[config.mk]
export PLATFORM = sky130hd
export DESIGN_NAME = old_decoder
export DESIGN_NICKNAME = d
export VERILOG_FILES = /design/src/inc/old_pkg.sv /design/src/hdl/old_decoder.sv
export SDC_FILE = /design/constraint.sdc
export NUM_CORES = 1
export LEC_CHECK = 0
export ABC_AREA = 1
export BUFFER_PORTS_ARGS = -buffer_cell sky130_fd_sc_hd__buf_2
export CORE_ASPECT_RATIO = 0.8
export CORE_UTILIZATION = 55
export DETAILED_ROUTE_END_ITERATION = 8
export PLACE_DENSITY_LB_ADDON = 0.05
export SYNTH_ARGS = -nofsm -noshare
export SYNTH_HDL_FRONTEND = slang
export SYNTH_SLANG_ARGS = --single-unit
[constraint.sdc]
create_clock -name sys_clk -period 3.75 [get_ports sys_clk]
set_input_delay 0.5625 -clock sys_clk [delete_from_list [all_inputs] [get_ports sys_clk]]
set_output_delay 0.5625 -clock sys_clk [all_outputs]
set_load 0.05 [all_outputs]
[src/inc/old_pkg.sv]
package old_pkg;

	localparam int OP_W = 8;
	localparam int EXT_W = 4;
	localparam int CLK_PER_CYC = 2;
	localparam logic [1:0] LEN_1 = 2'h1;
	localparam logic [1:0] LEN_2 = 2'h2;
	localparam logic [1:0] LEN_3 = 2'h3;
	localparam logic [2:0] CYC_1 = 3'h1;
	localparam logic [2:0] CYC_2 = 3'h2;
	localparam logic [2:0] CYC_4 = 3'h4;
	localparam logic [7:0] OP_CODE_STORE = 8'hA5;
	localparam logic [3:0] EXT_STORE_DEF = 4'h1;
	localparam logic [3:0] EXT_BREAK_DEF = 4'h2;
	localparam logic [4:0] ABS_LOW = 5'h01;
	localparam logic [3:0] ABS_JMP_BIT = 4'h0;

	typedef enum logic [1:0] {
		OLD_IDLE = 2'b00,
		OLD_EXEC = 2'b01,
		OLD_LAST = 2'b11
	} old_state_e;

	typedef struct packed {
		logic [1:0] len;
		logic [2:0] cycles;
		logic reg_valid;
		logic [2:0] reg_num;
		logic abs_valid;
		logic abs_call;
		logic [2:0] abs_high;
		logic code_store;
		logic soft_break;
		logic illegal;
	} old_decode_s;

	typedef struct packed {
		old_state_e state;
		logic [2:0] cyc_left;
		logic phase;
		old_decode_s dec;
		logic cyc_strobe;
		logic done;
	} old_state_s;

endpackage : old_pkg

[src/hdl/old_decoder.sv]
`timescale 1ns/100ps

module old_decoder #(
	parameter logic [3:0] EXT_STORE = old_pkg::EXT_STORE_DEF,
	parameter logic [3:0] EXT_BREAK = old_pkg::EXT_BREAK_DEF
) (
	input wire logic sys_clk,
	input wire logic rst,
	input wire logic [7:0] opcode,
	input wire logic opcode_valid,
	input wire logic [3:0] extended_op_select,
	output old_pkg::old_decode_s dec_now,
	output old_pkg::old_decode_s dec_held,
	output logic busy,
	output logic cyc_strobe,
	output logic exec_done
);

	old_pkg::old_state_s cur_ff;
	old_pkg::old_state_s nxt_cur;
	old_pkg::old_decode_s d;

	// Pure decode of the fetched byte so fetch knows operand count at once
	always_comb begin
		logic [3:0] hi;
		logic [3:0] lo;
		hi = opcode[7:4];
		lo = opcode[3:0];
		d = '0;
		d.len = old_pkg::LEN_1;
		d.cycles = old_pkg::CYC_1;
		d.reg_num = opcode[2:0];
		if (opcode[4:0] == old_pkg::ABS_LOW) begin
			d.len = old_pkg::LEN_2;
			d.cycles = old_pkg::CYC_2;
			d.abs_valid = 1'b1;
			d.abs_call = 1'b1;
			d.abs_high = opcode[7:5];
		end else if (opcode[4:0] == 5'h11) begin
			d.len = old_pkg::LEN_2;
			d.cycles = old_pkg::CYC_2;
			d.abs_valid = 1'b1;
			d.abs_call = 1'b1;
			d.abs_high = opcode[7:5];
		end else if (lo[3]) begin
			d.reg_valid = 1'b1;
			case (hi)
				4'h8, 4'hA: begin
					d.len = old_pkg::LEN_2;
					d.cycles = old_pkg::CYC_2;
				end
				4'h7: d.len = old_pkg::LEN_2;
				4'hB: begin
					d.len = old_pkg::LEN_3;
					d.cycles = old_pkg::CYC_2;
				end
				4'hD: begin
					d.len = old_pkg::LEN_2;
					d.cycles = old_pkg::CYC_2;
				end
				4'h9: d.illegal = 1'b0;
				default: d.len = old_pkg::LEN_1;
			endcase
		end else if (lo[3:1] == 3'h3) begin
			// Indirect @Ri forms, bit 0 picks the pointer
			d.reg_valid = 1'b1;
			d.reg_num = {2'h0, opcode[0]};
			case (hi)
				4'h8, 4'hA: begin
					d.len = old_pkg::LEN_2;
					d.cycles = old_pkg::CYC_2;
				end
				4'h7: d.len = old_pkg::LEN_2;
				4'hB: begin
					d.len = old_pkg::LEN_3;
					d.cycles = old_pkg::CYC_2;
				end
				default: d.len = old_pkg::LEN_1;
			endcase
		end else begin
			case (opcode)
				8'h00, 8'h03, 8'h13, 8'h23, 8'h33: d.len = old_pkg::LEN_1;
				8'h04, 8'h14, 8'hC3, 8'hD3, 8'hB3, 8'hC4, 8'hD4, 8'hE4, 8'hF4:
					d.len = old_pkg::LEN_1;
				8'h84, 8'hA4: d.cycles = old_pkg::CYC_4;
				8'h22, 8'h32, 8'h73, 8'h83, 8'h93, 8'hA3: d.cycles = old_pkg::CYC_2;
				8'hE0, 8'hE2, 8'hE3, 8'hF0, 8'hF2, 8'hF3: d.cycles = old_pkg::CYC_2;
				8'h02, 8'h12, 8'h90, 8'h43, 8'h53, 8'h63, 8'h75, 8'h85,
				8'h10, 8'h20, 8'h30, 8'hB4, 8'hB5, 8'hD5: begin
					d.len = old_pkg::LEN_3;
					d.cycles = old_pkg::CYC_2;
				end
				8'h40, 8'h50, 8'h60, 8'h70, 8'h80, 8'hC0, 8'hD0, 8'h72, 8'h82,
				8'hA0, 8'hB0, 8'h92: begin
					d.len = old_pkg::LEN_2;
					d.cycles = old_pkg::CYC_2;
				end
				old_pkg::OP_CODE_STORE: begin
					if (extended_op_select == EXT_STORE) begin
						d.code_store = 1'b1;
						d.cycles = old_pkg::CYC_2;
					end else if (extended_op_select == EXT_BREAK) begin
						d.soft_break = 1'b1;
					end else begin
						d.illegal = 1'b1;
					end
				end
				default: d.len = old_pkg::LEN_2;
			endcase
		end
		// Unknown select on the extended code stays a harmless one-byte op
		if (opcode == old_pkg::OP_CODE_STORE && d.illegal) begin
			d.len = old_pkg::LEN_1;
		end
	end

	assign dec_now = d;

	// Sequencer: each machine cycle is two clock periods
	always_comb begin
		nxt_cur = cur_ff;
		nxt_cur.cyc_strobe = 1'b0;
		nxt_cur.done = 1'b0;
		case (cur_ff.state)
			old_pkg::OLD_IDLE: begin
				if (opcode_valid) begin
					nxt_cur.dec = d;
					nxt_cur.cyc_left = d.cycles;
					nxt_cur.phase = 1'b0;
					nxt_cur.state = (d.cycles == old_pkg::CYC_1) ? old_pkg::OLD_LAST : old_pkg::OLD_EXEC;
				end
			end
			old_pkg::OLD_EXEC: begin
				nxt_cur.phase = ~cur_ff.phase;
				if (cur_ff.phase) begin
					nxt_cur.cyc_strobe = 1'b1;
					nxt_cur.cyc_left = cur_ff.cyc_left - 3'h1;
					if (cur_ff.cyc_left == 3'h2) begin
						nxt_cur.state = old_pkg::OLD_LAST;
					end
				end
			end
			old_pkg::OLD_LAST: begin
				nxt_cur.phase = ~cur_ff.phase;
				if (cur_ff.phase) begin
					nxt_cur.cyc_strobe = 1'b1;
					nxt_cur.done = 1'b1;
					nxt_cur.cyc_left = 3'h0;
					nxt_cur.state = old_pkg::OLD_IDLE;
				end
			end
			default: nxt_cur.state = old_pkg::OLD_IDLE;
		endcase
	end

	always_ff @(posedge sys_clk) begin
		if (rst) begin
			cur_ff <= '0;
		end else begin
			cur_ff <= nxt_cur;
		end
	end

	assign dec_held = cur_ff.dec;
	assign busy = (cur_ff.state != old_pkg::OLD_IDLE);
	assign cyc_strobe = cur_ff.cyc_strobe;
	assign exec_done = cur_ff.done;

endmodule : old_decoder

==> impl_metrics.py <==
metrics = {
    "outcome": {
        "outcome": "finished, final reports clean",
    },
    "die": {
        "initial_utilization": 0.592,
        "die_h_um": 51.2,
        "io-pin-count": 52,
        "dieArea_um2": 3250,
        "coreArea_um2": 2810,
        "rows": 17,
        "dieWidth_um": 63.5,
    },
    "timing": {
        "skew_ps": 3.65,
        "period_share": 0.712,
        "tns_ps": 0,
        "report.final.hold_viol_count": 0,
        "final-setup-viol-count": 0,
        "period_minus_slack_ps": 2670,
        "rsz0062_at_grt": "no",
        "max_slew_margin": 0.381,
        "slew_viol_final": 0,
        "worst_pin_slew_ps": 925,
        "fmax_ghz": 0.375,
    },
    "synth": {
        "synthTopCellsByArea": "dfxtp_1 (29%), nand2_1 (14%), nor2_1 (12%)",
        "ys_warn_count": 0,
        "syn_avg_cell_area_um2": 6.15,
        "syn_inst": 270,
        "ys_ff_latch": 24,
        "syn_nets": 287,
        "syn-cell-area_um2": 1660,
        "ys_types": 29,
        "seq_area_frac_synth": 0.289,
        "synth.top_cell.area_share": 0.289,
        "synth_top_cell_by_area": "dfxtp_1",
    },
    "place": {
        "gp_congestion": 1.01,
        "dpl.cell_count": 338,
        "dpl.hpwl_um": 3400,
        "port_buffers": 51,
    },
    "critical_path": {
        "worstSetupStartpoint": "opcode[5]",
        "r2r_cells": 5,
        "critPathCapture": "dec_now[12]",
        "critical_path_class": "in2out",
        "r2r_slack_ps": 2000,
        "arrival_ps": 2110,
        "crit_fanout": 7,
        "startpoint_type": "input pin",
        "required_ps": 3190,
        "crit-reg2reg-launch": "cur_ff[24]$_SDFFE_PP0P_",
        "r2r-end": "dec_held[9]$_SDFFE_PP0P_",
        "worst_setup_path_end_kind": "primary output",
    },
    "detailed_routing": {
        "highest_layer": "met4",
        "via_per_inst": 5.15,
        "dr.first_iter.drc_count": 176,
        "firstDrtPassIters": 5,
        "dr_wl_met3_um": 298,
        "drc_errors": 0,
        "drt-met1-wl_um": 2100,
        "drt_wl_total_um": 4180,
        "wl_per_cell_um": 12.2,
        "vias": 1761,
        "antenna_left": 0,
        "wl_met2_um": 1740,
    },
    "finish": {
        "area_growth_pct": 13.4,
        "drive_above_1_share": 0.234,
        "final_cell_mix": "nand2_1 (61), nor2_1 (54), buf_2 (51)",
        "diodes": 0,
        "layout_commonest_cell": "nand2_1",
        "final_core_util": 0.671,
        "stdcell_count": 342,
        "fin_nets": 322,
    },
    "cts": {
        "cts_resized": 0,
        "postCtsSetupRepairBufs": 0,
        "clock-sinks": 24,
        "clkLatencyLatePin_ps": 270,
        "ctsHoldBuffers": 0,
        "cts_tree": "done",
        "clockBufferDepth": 2,
        "htreeDepth": 1,
        "clkTransAtPathRegs_ps": 80,
        "cts_root_buf": "clkbuf_8",
        "cts_buffers": 3,
    },
    "global_route": {
        "overflow": 0,
        "grt_first_pass_wirelength_um": 6890,
        "grt_pass1_vias": 1472,
        "grt_max_degree": 16,
        "antenna_found_initial": 0,
        "grt_usage": 0.272,
    },
    "pwr": {
        "p_sw_mw": 0.255,
        "ir_drop_v": 0.000188,
        "p_sw_frac": 0.354,
        "pwr-share-seq": 0.389,
        "combPwrFrac": 0.294,
        "powerDensity_nw_per_um2": 383,
        "internal_power_mw": 0.466,
        "p_leak_nw": 1.03,
        "power_frac_clock": 0.316,
    },
    "min_path": {
        "hold_path.class": "reg2reg",
    },
    "job": {
        "drv_cap": 0,
    },
}
[critical path: stages]
cell	delay, ps
buf_2	130
inv_2	120
nand2_1	160
nand2_1	130
nor2_1	50
nor2_1	160
nand2_1	90
nor2_2	140
nand4_2	170
nor2_1	130
buf_2	270
[Yosys cell counts]
cell type,n
nand3_1,14
o21ai_0,11
inv_2,6
a21oi_1,9
a211oi_1,1
o211ai_1,1
and2_1,1
a32o_1,1
clkbuf_1,1
o21ai_2,1
buf_4,19
or2_2,1
dfxtp_1,24
nor2_4,1
inv_1,30
buf_2,1
nand4_2,1
o21a_1,1
a22o_1,7
nor3_1,5
nand3_2,1
nor4_1,2
a31oi_1,3
nand4_1,1
o21ai_1,5
ha_1,2
nor2_2,5
nand2_1,61
nor2_1,54
[routing by layer]
metal,GRT usage,vias up
li1,-,913
met1,0.405,760
met2,0.415,81
met3,0.0290,7
met4,0.0682,0
met5,0,-
[cells by family after synthesis]
logic type | count (synthesis) | share of synthesized area
compound gates | 40 | 0.148
fa+ha+maj | 2 | 0.0151
buf+inv | 57 | 0.172
flops | 24 | 0.289
simple gates | 147 | 0.375
[sequential cells by signal (all words and copies together) (netlist names)]
register and flops:
cur_ff 6, cyc_strobe 1, dec_held 16, exec_done 1
[layout make-up]
class,instances,area (µm²)
Timing Repair Buffer,51,255
Multi-Input combinational cell,189,895
Clock inverter,1,30.0
Tap cell,38,47.5
Clock buffer,3,41.3
Fill cell,283,923
Sequential cell,24,480
Inverter,36,135
[stage by stage]
step / worst slack (ps) / total power, mW / hold WS [ps] / cell area [µm²]
after CTS: 1100 / 0.722 / 467 / 1880
after global routing: 906 / 0.751 / 498 / 1880
final: 1080 / 0.722 / 464 / 1880
after global placement: 1100 / 0.496 / 445 / 1810
after floorplan: 588 / 0.457 / 427 / 1660
after detailed placement: 1110 / 0.497 / 453 / 1810
[power groups by stage]
stage	Combinational, mW	Sequential [mW]	Clock (mW)
after global routing	0.230	0.283	0.237
after detailed placement	0.210	0.287	0
after global placement	0.209	0.286	0
after floorplan	0.172	0.285	0
final	0.212	0.281	0.228
after CTS	0.211	0.281	0.230
[how the worst min path moves through the flow]
stage	startpoint	to	slack, ps	cells past startpoint
after floorplan	dec_held[15]$_SDFFE_PP0P_	dec_held[15]$_SDFFE_PP0P_	430	2
final	dec_held[15]$_SDFFE_PP0P_	dec_held[15]$_SDFFE_PP0P_	460	2
after global routing	dec_held[12]$_SDFFE_PP0P_	dec_held[12]$_SDFFE_PP0P_	500	2
after detailed placement	dec_held[15]$_SDFFE_PP0P_	dec_held[15]$_SDFFE_PP0P_	450	2
after CTS	dec_held[15]$_SDFFE_PP0P_	dec_held[15]$_SDFFE_PP0P_	470	2
after global placement	dec_held[12]$_SDFFE_PP0P_	dec_held[12]$_SDFFE_PP0P_	440	2
Note: power is estimated with default switching activity, not from simulation.
